$ cat src/common/dbg_port_pkg.sv
// constants and types for the single-wire debug port
package dbg_port_pkg;
  localparam int BIT_CYCLES = 16;
  localparam int RX_SAMPLE_AT = 10;
  localparam int TX_ONE_PULSE_AT = 7;
  localparam int TX_ZERO_LOW_UNTIL = 13;
  localparam int SPEEDUP_CYCLES = 1;
  localparam int IDLE_TIMEOUT = 512;
  localparam int STEAL_WAIT = 128;
  localparam logic [15:0] REG_LO = 16'hFF00;
  localparam logic [15:0] REG_HI = 16'hFF06;
  localparam logic [15:0] ROM_LO = 16'hFF20;
  localparam logic [15:0] ROM_HI = 16'hFFFF;
  localparam logic [7:0] OP_ENTER_HALT = 8'h90;
  localparam logic [7:0] OP_RD_MB = 8'hE4;
  localparam logic [7:0] OP_RD_B = 8'hE0;
  localparam logic [7:0] OP_RD_MW = 8'hEC;
  localparam logic [7:0] OP_RD_W = 8'hE8;
  localparam logic [7:0] OP_WR_MB = 8'hC4;
  localparam logic [7:0] OP_WR_B = 8'hC0;
  localparam logic [7:0] OP_WR_MW = 8'hCC;
  localparam logic [7:0] OP_WR_W = 8'hC8;
  localparam logic [7:0] OP_RD_NEXT = 8'h62;
  localparam logic [7:0] OP_RD_PC = 8'h63;
  localparam logic [7:0] OP_RD_SP = 8'h67;
  localparam logic [7:0] OP_WR_NEXT = 8'h42;
  localparam logic [7:0] OP_WR_PC = 8'h43;
  localparam logic [7:0] OP_WR_SP = 8'h47;
  localparam logic [7:0] OP_RESUME = 8'h08;
  localparam logic [7:0] OP_STEP = 8'h10;
  localparam logic [7:0] OP_TAG_RESUME = 8'h18;
  typedef enum logic [2:0] {
    ST_OPCODE = 3'b000,
    ST_ADDR = 3'b001,
    ST_ACCESS = 3'b011,
    ST_DATA_OUT = 3'b010,
    ST_DATA_IN = 3'b110,
    ST_FW_WAIT = 3'b111
  } cmd_state_t;
endpackage

$ cat src/hw/single_wire_debug_port.sv
// single-wire debug port: bit framing, time-out and command decoder
module single_wire_debug_port (
  input wire logic clk_sys,
  input wire logic sys_rst,
  input wire logic specialSingleChip,
  input wire logic fwEnable,
  input wire logic debugSerialPinIn,
  output logic debugSerialPinOut,
  output logic debugSerialPinOe,
  input wire logic cpuBusFree,
  input wire logic cpuAtBoundary,
  output logic cpuFreeze,
  output logic memReq,
  output logic memWrite,
  output logic memWord,
  output logic [15:0] memAddr,
  output logic [15:0] memWdata,
  output logic [1:0] memByteEn,
  input wire logic memAck,
  input wire logic [15:0] memRdata,
  output logic debugResMapped,
  output logic debugHaltMode,
  output logic periphSuspend,
  output logic fwCmdValid,
  output logic [7:0] fwCmdOpcode,
  output logic [15:0] fwCmdData,
  input wire logic fwRespValid,
  input wire logic [15:0] fwRespData,
  output logic tagEnable,
  output logic stepReq,
  output logic cmdTimeout
);
  import dbg_port_pkg::*;

  function automatic logic isMemRead(input logic [7:0] op);
    return op == OP_RD_MB || op == OP_RD_B || op == OP_RD_MW || op == OP_RD_W;
  endfunction
  function automatic logic isMemWrite(input logic [7:0] op);
    return op == OP_WR_MB || op == OP_WR_B || op == OP_WR_MW || op == OP_WR_W;
  endfunction
  // while halted, debug registers and rom shadow application memory at their addresses
  function automatic logic inHaltMap(input logic [15:0] a);
    return (a >= REG_LO && a <= REG_HI) || a >= ROM_LO;
  endfunction

  // three-stage pin synchroniser; a level counts when stages two and three agree
  logic sync1_ff, sync2_ff, sync3_ff, pinLvl_ff;
  always_ff @(posedge clk_sys or posedge sys_rst) begin
    if (sys_rst) begin
      sync1_ff <= 1'b1;
      sync2_ff <= 1'b1;
      sync3_ff <= 1'b1;
      pinLvl_ff <= 1'b1;
    end else begin
      sync1_ff <= debugSerialPinIn;
      sync2_ff <= sync1_ff;
      sync3_ff <= sync2_ff;
      if (sync2_ff == sync3_ff) pinLvl_ff <= sync3_ff;
    end
  end
  logic fallEdge;
  // own drive is masked so the target's own low drive of a zero is not a new bit
  assign fallEdge = pinLvl_ff && !sync3_ff && !sync2_ff && !debugSerialPinOe;

  // bit timing
  logic inBit_ff, txMode_ff, txBit_ff;
  logic [4:0] bitCnt_ff;
  logic [9:0] idleCnt_ff;
  logic sampleStb, bitDone;
  assign sampleStb = inBit_ff && bitCnt_ff == 5'(RX_SAMPLE_AT - 1);
  assign bitDone = inBit_ff && bitCnt_ff == 5'(BIT_CYCLES - 1);

  cmd_state_t state_ff;
  logic [15:0] shift_ff;
  logic [4:0] bitsLeft_ff;
  logic [7:0] opcode_ff;
  logic timeout;
  assign timeout = idleCnt_ff == 10'(IDLE_TIMEOUT - 1) && !fallEdge;

  always_ff @(posedge clk_sys or posedge sys_rst) begin
    if (sys_rst) begin
      inBit_ff <= 1'b0;
      bitCnt_ff <= 5'h00;
      idleCnt_ff <= 10'h000;
      cmdTimeout <= 1'b0;
    end else begin
      cmdTimeout <= 1'b0;
      if (fallEdge) begin
        inBit_ff <= 1'b1;
        bitCnt_ff <= 5'h00;
        idleCnt_ff <= 10'h000;
      end else begin
        if (bitDone) inBit_ff <= 1'b0;
        bitCnt_ff <= bitCnt_ff + 5'h01;
        if (state_ff == ST_OPCODE && bitsLeft_ff == 5'h08) idleCnt_ff <= 10'h000;
        else if (timeout) begin
          idleCnt_ff <= 10'h000;
          cmdTimeout <= 1'b1;
        end else idleCnt_ff <= idleCnt_ff + 10'h001;
      end
    end
  end

  // transmit drive: zero held low to 13 then pulled high; one gets a pulse at 7
  always_ff @(posedge clk_sys or posedge sys_rst) begin
    if (sys_rst) begin
      debugSerialPinOut <= 1'b1;
      debugSerialPinOe <= 1'b0;
    end else if (inBit_ff && txMode_ff) begin
      if (!txBit_ff && bitCnt_ff < 5'(TX_ZERO_LOW_UNTIL - 1)) begin
        debugSerialPinOut <= 1'b0;
        debugSerialPinOe <= 1'b1;
      end else if (!txBit_ff && bitCnt_ff < 5'(TX_ZERO_LOW_UNTIL - 1 + SPEEDUP_CYCLES)) begin
        debugSerialPinOut <= 1'b1;
        debugSerialPinOe <= 1'b1;
      end else if (txBit_ff && bitCnt_ff >= 5'(TX_ONE_PULSE_AT - 1)
                   && bitCnt_ff < 5'(TX_ONE_PULSE_AT - 1 + SPEEDUP_CYCLES)) begin
        debugSerialPinOut <= 1'b1;
        debugSerialPinOe <= 1'b1;
      end else begin
        debugSerialPinOut <= 1'b1;
        debugSerialPinOe <= 1'b0;
      end
    end else begin
      // pin left undriven while the host sends
      debugSerialPinOut <= 1'b1;
      debugSerialPinOe <= 1'b0;
    end
  end

  // halt mode: active out of reset in special single-chip mode, strap caught at release
  logic strapDone_ff, enterPend_ff;
  always_ff @(posedge clk_sys or posedge sys_rst) begin
    if (sys_rst) begin
      strapDone_ff <= 1'b0;
      debugHaltMode <= 1'b0;
      enterPend_ff <= 1'b0;
      tagEnable <= 1'b0;
      stepReq <= 1'b0;
    end else begin
      strapDone_ff <= 1'b1;
      stepReq <= 1'b0;
      if (!strapDone_ff) debugHaltMode <= specialSingleChip;
      else if (enterPend_ff && cpuAtBoundary) begin
        debugHaltMode <= 1'b1;
        enterPend_ff <= 1'b0;
      end
      if (state_ff == ST_OPCODE && bitDone && bitsLeft_ff == 5'h01) begin
        if (shift_ff[7:0] == OP_ENTER_HALT && fwEnable)
          enterPend_ff <= 1'b1;
        if (debugHaltMode) begin
          case (shift_ff[7:0])
            OP_RESUME: debugHaltMode <= 1'b0;
            OP_STEP: begin
              debugHaltMode <= 1'b0;
              stepReq <= 1'b1;
              enterPend_ff <= 1'b1;
            end
            OP_TAG_RESUME: begin
              debugHaltMode <= 1'b0;
              tagEnable <= 1'b1;
            end
            default: ;
          endcase
        end
      end
    end
  end

  always_ff @(posedge clk_sys or posedge sys_rst) begin
    if (sys_rst) periphSuspend <= 1'b0;
    else periphSuspend <= debugHaltMode;
  end

  // command decoder; shift register keeps the incoming or outgoing word, msb first
  logic [7:0] stealCnt_ff;
  always_ff @(posedge clk_sys or posedge sys_rst) begin
    if (sys_rst) begin
      state_ff <= ST_OPCODE;
      shift_ff <= 16'h0000;
      bitsLeft_ff <= 5'h08;
      opcode_ff <= 8'h00;
      txMode_ff <= 1'b0;
      txBit_ff <= 1'b1;
      memReq <= 1'b0;
      memWrite <= 1'b0;
      memWord <= 1'b0;
      memAddr <= 16'h0000;
      memWdata <= 16'h0000;
      memByteEn <= 2'b00;
      debugResMapped <= 1'b0;
      cpuFreeze <= 1'b0;
      stealCnt_ff <= 8'h00;
      fwCmdValid <= 1'b0;
      fwCmdOpcode <= 8'h00;
      fwCmdData <= 16'h0000;
    end else if (timeout) begin
      state_ff <= ST_OPCODE;
      bitsLeft_ff <= 5'h08;
      opcode_ff <= 8'h00;
      txMode_ff <= 1'b0;
      memReq <= 1'b0;
      debugResMapped <= 1'b0;
      cpuFreeze <= 1'b0;
      fwCmdValid <= 1'b0;
    end else begin
      fwCmdValid <= 1'b0;
      if (fallEdge && txMode_ff) txBit_ff <= shift_ff[15];
      case (state_ff)
        ST_OPCODE: if (sampleStb) begin
          shift_ff <= {shift_ff[14:0], sync3_ff};
        end else if (bitDone) begin
          bitsLeft_ff <= bitsLeft_ff - 5'h01;
          if (bitsLeft_ff == 5'h01) begin
            opcode_ff <= shift_ff[7:0];
            bitsLeft_ff <= 5'h10;
            if (isMemRead(shift_ff[7:0]) || isMemWrite(shift_ff[7:0]))
              state_ff <= ST_ADDR;
            else if (debugHaltMode && shift_ff[7:0] >= OP_RD_NEXT
                     && shift_ff[7:0] <= OP_RD_SP) begin
              fwCmdValid <= 1'b1;
              fwCmdOpcode <= shift_ff[7:0];
              state_ff <= ST_FW_WAIT;
            end else if (debugHaltMode && shift_ff[7:0] >= OP_WR_NEXT
                         && shift_ff[7:0] <= OP_WR_SP)
              state_ff <= ST_DATA_IN;
            else bitsLeft_ff <= 5'h08;
          end
        end
        ST_ADDR, ST_DATA_IN: if (sampleStb) begin
          shift_ff <= {shift_ff[14:0], sync3_ff};
        end else if (bitDone) begin
          bitsLeft_ff <= bitsLeft_ff - 5'h01;
          if (bitsLeft_ff == 5'h01) begin
            bitsLeft_ff <= 5'h10;
            if (state_ff == ST_ADDR) begin
              memAddr <= shift_ff;
              if (isMemWrite(opcode_ff)) state_ff <= ST_DATA_IN;
              else state_ff <= ST_ACCESS;
            end else if (isMemWrite(opcode_ff)) begin
              memWdata <= shift_ff;
              state_ff <= ST_ACCESS;
            end else begin
              fwCmdValid <= 1'b1;
              fwCmdOpcode <= opcode_ff;
              fwCmdData <= shift_ff;
              state_ff <= ST_OPCODE;
              bitsLeft_ff <= 5'h08;
            end
          end
        end
        ST_ACCESS: begin
          if (!memReq && !cpuFreeze) begin
            memWrite <= isMemWrite(opcode_ff);
            memWord <= opcode_ff[3];
            if (opcode_ff[3]) begin
              memAddr[0] <= 1'b0;
              memByteEn <= 2'b11;
            end else begin
              memByteEn <= memAddr[0] ? 2'b01 : 2'b10;
            end
            if (cpuBusFree) begin
              memReq <= 1'b1;
              debugResMapped <= opcode_ff[2] || (debugHaltMode && inHaltMap(memAddr));
            end else if (stealCnt_ff == 8'(STEAL_WAIT - 1)) begin
              cpuFreeze <= 1'b1;
            end else stealCnt_ff <= stealCnt_ff + 8'h01;
          end else if (cpuFreeze && !memReq) begin
            memReq <= 1'b1;
            debugResMapped <= opcode_ff[2] || (debugHaltMode && inHaltMap(memAddr));
          end else if (memAck) begin
            memReq <= 1'b0;
            cpuFreeze <= 1'b0;
            debugResMapped <= 1'b0;
            stealCnt_ff <= 8'h00;
            if (memWrite) begin
              state_ff <= ST_OPCODE;
              bitsLeft_ff <= 5'h08;
            end else begin
              shift_ff <= memRdata;
              txMode_ff <= 1'b1;
              txBit_ff <= memRdata[15];
              state_ff <= ST_DATA_OUT;
            end
          end
        end
        ST_FW_WAIT: if (fwRespValid) begin
          shift_ff <= fwRespData;
          txMode_ff <= 1'b1;
          txBit_ff <= fwRespData[15];
          state_ff <= ST_DATA_OUT;
        end
        ST_DATA_OUT: if (bitDone) begin
          shift_ff <= {shift_ff[14:0], 1'b0};
          bitsLeft_ff <= bitsLeft_ff - 5'h01;
          if (bitsLeft_ff == 5'h01) begin
            txMode_ff <= 1'b0;
            state_ff <= ST_OPCODE;
            bitsLeft_ff <= 5'h08;
          end
        end
        default: state_ff <= ST_OPCODE;
      endcase
    end
  end
endmodule

$ cat config.mk
export PLATFORM = sky130hd
export DESIGN_NAME = single_wire_debug_port
export DESIGN_NICKNAME = d
export VERILOG_FILES = /design/src/common/dbg_port_pkg.sv /design/src/hw/single_wire_debug_port.sv
export SDC_FILE = /design/constraint.sdc
export NUM_CORES = 1
export LEC_CHECK = 0
export BUFFER_PORTS_ARGS = -buffer_cell sky130_fd_sc_hd__buf_2
export CORE_MARGIN = 2
export CORE_UTILIZATION = 59
export CTS_BUF_LIST = sky130_fd_sc_hd__clkbuf_8
export CTS_CLUSTER_SIZE = 25
export DETAILED_ROUTE_END_ITERATION = 12
export PLACE_DENSITY = 0.83
export SLEW_MARGIN = 20
export SYNTH_ARGS = -nofsm -noshare
export SYNTH_HDL_FRONTEND = slang
export SYNTH_SLANG_ARGS = --single-unit
$ cat constraint.sdc
create_clock -name clk_sys -period 5.34 [get_ports clk_sys]
set_input_delay 0.267 -clock clk_sys [delete_from_list [all_inputs] [get_ports clk_sys]]
set_output_delay 0.267 -clock clk_sys [all_outputs]
set_load 0.02 [all_outputs]
[Yosys cells after proc, flatten, opt, wreduce, memory -nomap -nowiden]
Index checks and enable logic that the tools add are counted.
Word-level totals
  register bits after elaboration: 135
  output and inout bits: 71
  logic and storage cells: 353
  bits of input ports: 41
Cells by class
  bitwise logic cells: 4
  muxes and demuxes: 152
  reductions and logical operators: 76
  magnitude comparators: 11
  add/subtract/negate cells: 4
  eq/ne operators: 71
Operators with widths (number)
  $mux W8: 20
  $mux W16: 7
  $eq A8 B8 Y1 const B: 13
  $mux W5: 19
  $mux W1: 73
  $pmux W16 S4: 1
  $mux W3: 18
  $ne A3 B3 Y1 const B: 16
  $ne A2 B2 Y1 const B: 20
  $ge A16 B16 Y1 const B: 2
  $mux W10: 3
  $logic_and A1 B1 Y1: 25
  $pmux W5 S4: 1
  $eq A8 B5 Y1 const B: 2
  $ge A8 B7 Y1 const B: 2
  $le A16 B16 Y1 const B: 1
  $le A8 B7 Y1 const B: 2
  $pmux W8 S2: 1
  $reduce_and A8 Y1: 2
  $reduce_bool A2 Y1: 8
  $eq A5 B4 Y1 const B: 3
  $pmux W3 S5: 1
  $reduce_and A7 Y1: 2
  $reduce_and A13 Y1: 1
  37 further kinds: 75

[Longest topological paths before layout]
  depth after elaboration: 11
  gate-level depth with buffers: 9
  gate-level depth less buffers: 8

[Worst setup path after synthesis]
No wires, ideal clock.
  kind: reg-to-reg
  from: register bitCnt_ff[0]
  to: register shift_ff[0]
  arrival: 2328 ps
  stages on the path, launching flop included: 10
  path slack: 2888 ps
  library setup time: 125 ps
  data required time: 5215 ps
  clock period less this slack: 2452 ps
  path buffers: 1
  cell sequence: dfrtp_1 -> ha_1 -> and3_1 -> ha_1 -> and3b_1 -> a311oi_1 -> a211oi_1 -> o21ai_2 -> buf_2 -> mux2_2
On the way
  longest elaborated chain between the ends: 4
  elaborated cells between the ends (all ways): 7
  classes of those cells: eq/ne (4); reduce/logical (3)
RTL lines
  start, declared: RTL line single_wire_debug_port.sv:67  | logic [4:0] bitCnt_ff;
  start signal, assigned: RTL line single_wire_debug_port.sv:94  | bitCnt_ff <= bitCnt_ff + 5'h01;
  $eq A5 B4 Y1, on equally long branches: RTL line single_wire_debug_port.sv:71, single_wire_debug_port.sv:70
  $logic_and A1 B1 Y1, on equally long branches: RTL line single_wire_debug_port.sv:71, single_wire_debug_port.sv:70
  $ne A2 B2 Y1 (no line) or $ne A2 B1 Y1 (tied branches)
  $reduce_and A9 Y1 (no line) (*)
  end signal, assigned: RTL line single_wire_debug_port.sv:211  | shift_ff <= {shift_ff[14:0], sync3_ff};
  end signal, assigned: RTL line single_wire_debug_port.sv:231  | shift_ff <= {shift_ff[14:0], sync3_ff};
  end signal, assigned: RTL line single_wire_debug_port.sv:280  | shift_ff <= memRdata;
  end, declared: RTL line single_wire_debug_port.sv:74  | logic [15:0] shift_ff;
Every way passes the cells marked *; elsewhere a longest branch is shown, timed or not.
A chain may end at the register's enable or synchronous reset.

[Worst setup path after layout]
  from: register state_ff[2]
  to: register shift_ff[8]
On the way
  longest elaborated chain between the ends: 4
  elaborated cells between the ends (all ways): 17
  classes of those cells: eq/ne (12); mux (1); reduce/logical (4)
RTL lines
  start, declared: RTL line single_wire_debug_port.sv:73  | cmd_state_t state_ff;
  start signal, assigned: RTL line single_wire_debug_port.sv:179  | state_ff <= ST_OPCODE;
  start signal, assigned: RTL line single_wire_debug_port.sv:198  | state_ff <= ST_OPCODE;
  start signal, assigned: RTL line single_wire_debug_port.sv:218  | state_ff <= ST_ADDR;
  $eq A3 B1 Y1, or another cell as far along: RTL line single_wire_debug_port.sv:209  | case (state_ff)
  $reduce_or A3 Y1 (no line)
  $ne A2 B1 Y1 (no line) or $reduce_bool A4 Y1 (tied branches)
  $reduce_and A9 Y1 (no line)
Several ways; a longest one is shown, not always the timed one.

==> impl_metrics.yaml <==
floorplanning:
  floorplan.io_pins: 112
  core_sq_um: 10980
  floorplan.die_area_sq_um: 12240
  initial_core_util_pct: 61.11
  horizontal_die_dimension_microns: 110.7
  placement_rows: 38
  die_h_microns: 110.7
layout:
  layout-drive-gt1-share_pct: 31.92
  syn_to_final_growth_pct: 17.17
  layoutNonFillerInstCount: 896
  num-nets-final: 794
synth:
  synth_top_area_share_pct: 47.73
  mappedNetlistArea_sq_um: 6711
  synth_xor_xnor_area_share_pct: 1.174
  yosys.area_share.adder_pct: 2.200
  synth.area.top_cells: "sky130_fd_sc_hd__dfrtp_1, sky130_fd_sc_hd__mux2_2, sky130_fd_sc_hd__nand2_1, sky130_fd_sc_hd__mux2i_1, sky130_fd_sc_hd__o21ai_0"
  dominant_combinational_cell_family_by_area_after_synthesis: "simple AND/OR/NAND/NOR gates"
  synth_async_sr_flop_share_pct: 100.0
  syn_area_per_cell_sq_um: 10.54
  yosys-mux-area-fraction_pct: 15.81
  synth_instances: 637
  synth.yosys.seq_area_share_pct: 50.47
  ys_warn_count: 0
  yosys.area.top_type: "sky130_fd_sc_hd__dfrtp_1"
  share_of_the_synthesized_area_in_compound_gates_ao_oa_aoi_oai_pct: 10.72
  synthFlopType: "sky130_fd_sc_hd__dfrtp_1"
  synth_fp_nets: 689
  synth_simple_gate_area_share_pct: 16.46
  edff_count_synth: 0
  ys_ff_latch: 135
  post_synth_num_cell_types: 70
power:
  leakagePower_uw: 0.003885
  ir_drop_uv: 252.3
  p_per_area_nw_per_um2: 474.6
setup_path:
  worstSetupEndpointType: "flip-flop"
  worst-path-max-fanout: 22
  r2r_cells: 6
  cp.buffers_inverters: 1
  critical-path-slowest-cell: "sky130_fd_sc_hd__dfrtp_1"
  path_class: "reg -> reg"
  timing.critical_path.slowest_cell_delay_ns: 0.90
  path_depth: 6
  worst-endpoint-required_ns: 5.69
  worst-endpoint-arrival_ns: 3.53
  critical_path.top_delay_family: "compound AO/OA/AOI/OAI gates"
  setup.worst_path.start_class: "flip-flop"
  crit_chain: "buf_4 -> and3b_1 -> a311oi_1 -> a211oi_1 -> o21ai_2 -> mux2_2"
  timing.critical_path.to: "shift_ff[8]"
  cp-startpoint: "state_ff[2]"
  worstReg2RegStart: "state_ff[2]"
  r2r_end: "shift_ff[8]"
  setup.reg_to_reg.worst_slack_ns: 2.16
routing:
  detailroute.via_count: 5301
  routed_wl_mm: 16.10
  drt-wirelength-per-cell_microns: 17.97
  drtIter0Drc: 392
  drt-vias-per-instance: 5.916
  pre_repair_dr_iteration_count: 6
  drcViolationCount: 0
  drt.antenna.violating_nets: 0
placed_design:
  hpwl_mm: 10.88
  numPlacedInstances: 861
  place_congestion: 0.8860
  portBuffers: 111
sta:
  final.setup_skew_ns: 0.01193
  final_max_slew_viol_count: 0
  timing.final.setup_violations: 0
  hold-worst-slack_ns: 0.09359
  achievable-frequency_mhz: 314.5
  hold_viol_final: 0
  timing.final.crit_share_pct: 59.54
  timing.max_slew.rel_slack_pct: 37.55
  min_period_ns: 3.179
  finalSetupTns_ns: 0
  worst_slew_pin_slew_ns: 0.9345
  unrepaired_setup_endpoints_after_global_routing: "no"
clocking:
  insertion_delay_ns: 0.47
  ctsResizeCount: 0
  cts.path.max_buffers: 2
  cts.root.buffer_cell: "sky130_fd_sc_hd__clkbuf_8"
  cts-hold-fix-buffers: 2
  clk_transition_reported_paths_ns: 0.08
  numClockSinks: 135
  cts_inserted_buffers: 17
  cts_setup_buffers: 0
  tritoncts_clock_tree: "yes"
  h-tree-depth: 4
job:
  drv_cap: 0
grt:
  grt_pass1_vias: 5301
  grt_pass1_wl_mm: 26.50
  grt_start_max_net_pins: 70
  antenna_violations_before_repair: 1
  grt_remaining_overflow: 0
  groute.usage.overall_pct: 27.09
min_path:
  min_delay_path_depth: 3
  hold_path_class: "in -> reg"
status:
  run_status: "completed"
final cells by class:
cell class / count / area [sq um]
antenna: 1 / 2.502
clock buffer: 20 / 275.3
clock inverter: 12 / 221.5
fill: 765 / 3119
inverter: 19 / 73.82
multi-input combinational: 451 / 3115
sequential: 135 / 3387
tap: 140 / 175.2
timing repair buffer: 118 / 613.1
flip-flops by register name (all words and copies together) (netlist names), 8 cells and up:
register / count
shift_ff: 16
fwCmdOpcode: 8
idleCnt_ff: 10
opcode_ff: 8
memAddr: 16
memWdata: 16
fwCmdData: 16
stealCnt_ff: 8
cells in the mapped netlist, types with 5 or more instances:
library cell,count
sky130_fd_sc_hd__nand4_1,6
sky130_fd_sc_hd__xnor2_1,5
sky130_fd_sc_hd__nand3_1,24
sky130_fd_sc_hd__nor2_1,44
sky130_fd_sc_hd__nor2b_1,7
sky130_fd_sc_hd__nor3_1,10
sky130_fd_sc_hd__ha_1,11
sky130_fd_sc_hd__clkbuf_1,20
sky130_fd_sc_hd__buf_2,8
sky130_fd_sc_hd__o21ai_0,43
sky130_fd_sc_hd__nand2_1,78
sky130_fd_sc_hd__mux2i_1,25
sky130_fd_sc_hd__a21oi_1,28
sky130_fd_sc_hd__dfrtp_1,128
sky130_fd_sc_hd__nand2b_1,6
sky130_fd_sc_hd__and3_1,5
sky130_fd_sc_hd__mux2_2,71
sky130_fd_sc_hd__dfstp_2,7
sky130_fd_sc_hd__inv_1,19
worst reg2reg max path, stage by stage, from the launching register on:
cell                       delay (ns)
sky130_fd_sc_hd__dfrtp_1         0.90
sky130_fd_sc_hd__buf_4           0.42
sky130_fd_sc_hd__and3b_1         0.24
sky130_fd_sc_hd__a311oi_1        0.26
sky130_fd_sc_hd__a211oi_1        0.10
sky130_fd_sc_hd__o21ai_2         0.72
sky130_fd_sc_hd__mux2_2          0.42
metrics by stage:
stage | utilization [%] | power, uW | setup slack (ns) | cell area [sq um]
finish | 71.60 | 3732 | 2.161 | 7864
global route | 71.58 | 3941 | 2.005 | 7861
CTS | 71.58 | 3729 | 2.228 | 7861
detailed placement | 66.87 | 2673 | 2.244 | 7345
global placement | 66.87 | 2602 | 2.372 | 7345
floorplan | - | 2363 | 1.473 | 6711
worst min-delay path by stage:
stage | endpoint | slack, ns | start
finish | debugHaltMode | 0.09 | specialSingleChip
detailed placement | sync2_ff | 0.35 | sync1_ff
global route | debugHaltMode | 0.15 | specialSingleChip
CTS | debugHaltMode | 0.09 | specialSingleChip
floorplan | sync1_ff | 0.27 | debugSerialPinIn
global placement | sync2_ff | 0.35 | sync1_ff
power by group:
group / total, uW / leakage [uW] / internal (uW) / switching (uW)
Clock: 1050 / 0.000247 / 640 / 406
Sequential: 1550 / 0.00177 / 1220 / 327
Combinational: 1140 / 0.00186 / 505 / 630
Total: 3730 / 0.00388 / 2370 / 1360
metal layers:
| layer | global-route usage, % | vias to the layer above | share of wire [%] |
|---|---|---|---|
| met2 | 42.70 | 229 | 47 |
| met3 | 6.616 | 42 | 6.9 |
| met1 | 35.35 | 2545 | 43 |
| li1 | - | 2485 | - |
| met5 | 0 | - | 0 |
| met4 | 13.25 | 0 | 3.1 |
cell usage in the layout (no fill, tap or decap), drive strengths merged, types with 3 or more instances in the layout:
| master | instances |
|---|---|
| nor3 | 11 |
| and2 | 4 |
| nor2 | 46 |
| inv | 21 |
| and3b | 3 |
| xor2 | 4 |
| mux2 | 72 |
| dfstp | 7 |
| nand4 | 6 |
| nand2b | 6 |
| dfrtp | 128 |
| ha | 11 |
| a211oi | 4 |
| xnor2 | 5 |
| o21ai | 45 |
| bufinv | 6 |
| nand3 | 24 |
| or3 | 4 |
| a41oi | 3 |
| nor4b | 6 |
| nor4 | 5 |
| and3 | 5 |
| clkbuf | 20 |
| nand2 | 78 |
| o21a | 3 |
| mux2i | 25 |
| a21oi | 28 |
| or4 | 3 |
| nor2b | 7 |
| a21o | 3 |
| buf | 116 |
cell families after synthesis:
kind of cell             after synthesis
buffers and inverters                 51
multiplexers                          97
adder cells (fa/ha/maj)               12
AO/OA/AOI/OAI                        113
AND/OR/NAND/NOR                      219
other                                  1
XOR/XNOR                               9
flip-flops                           135
No activity file was read; power rests on OpenSTA's default activity.
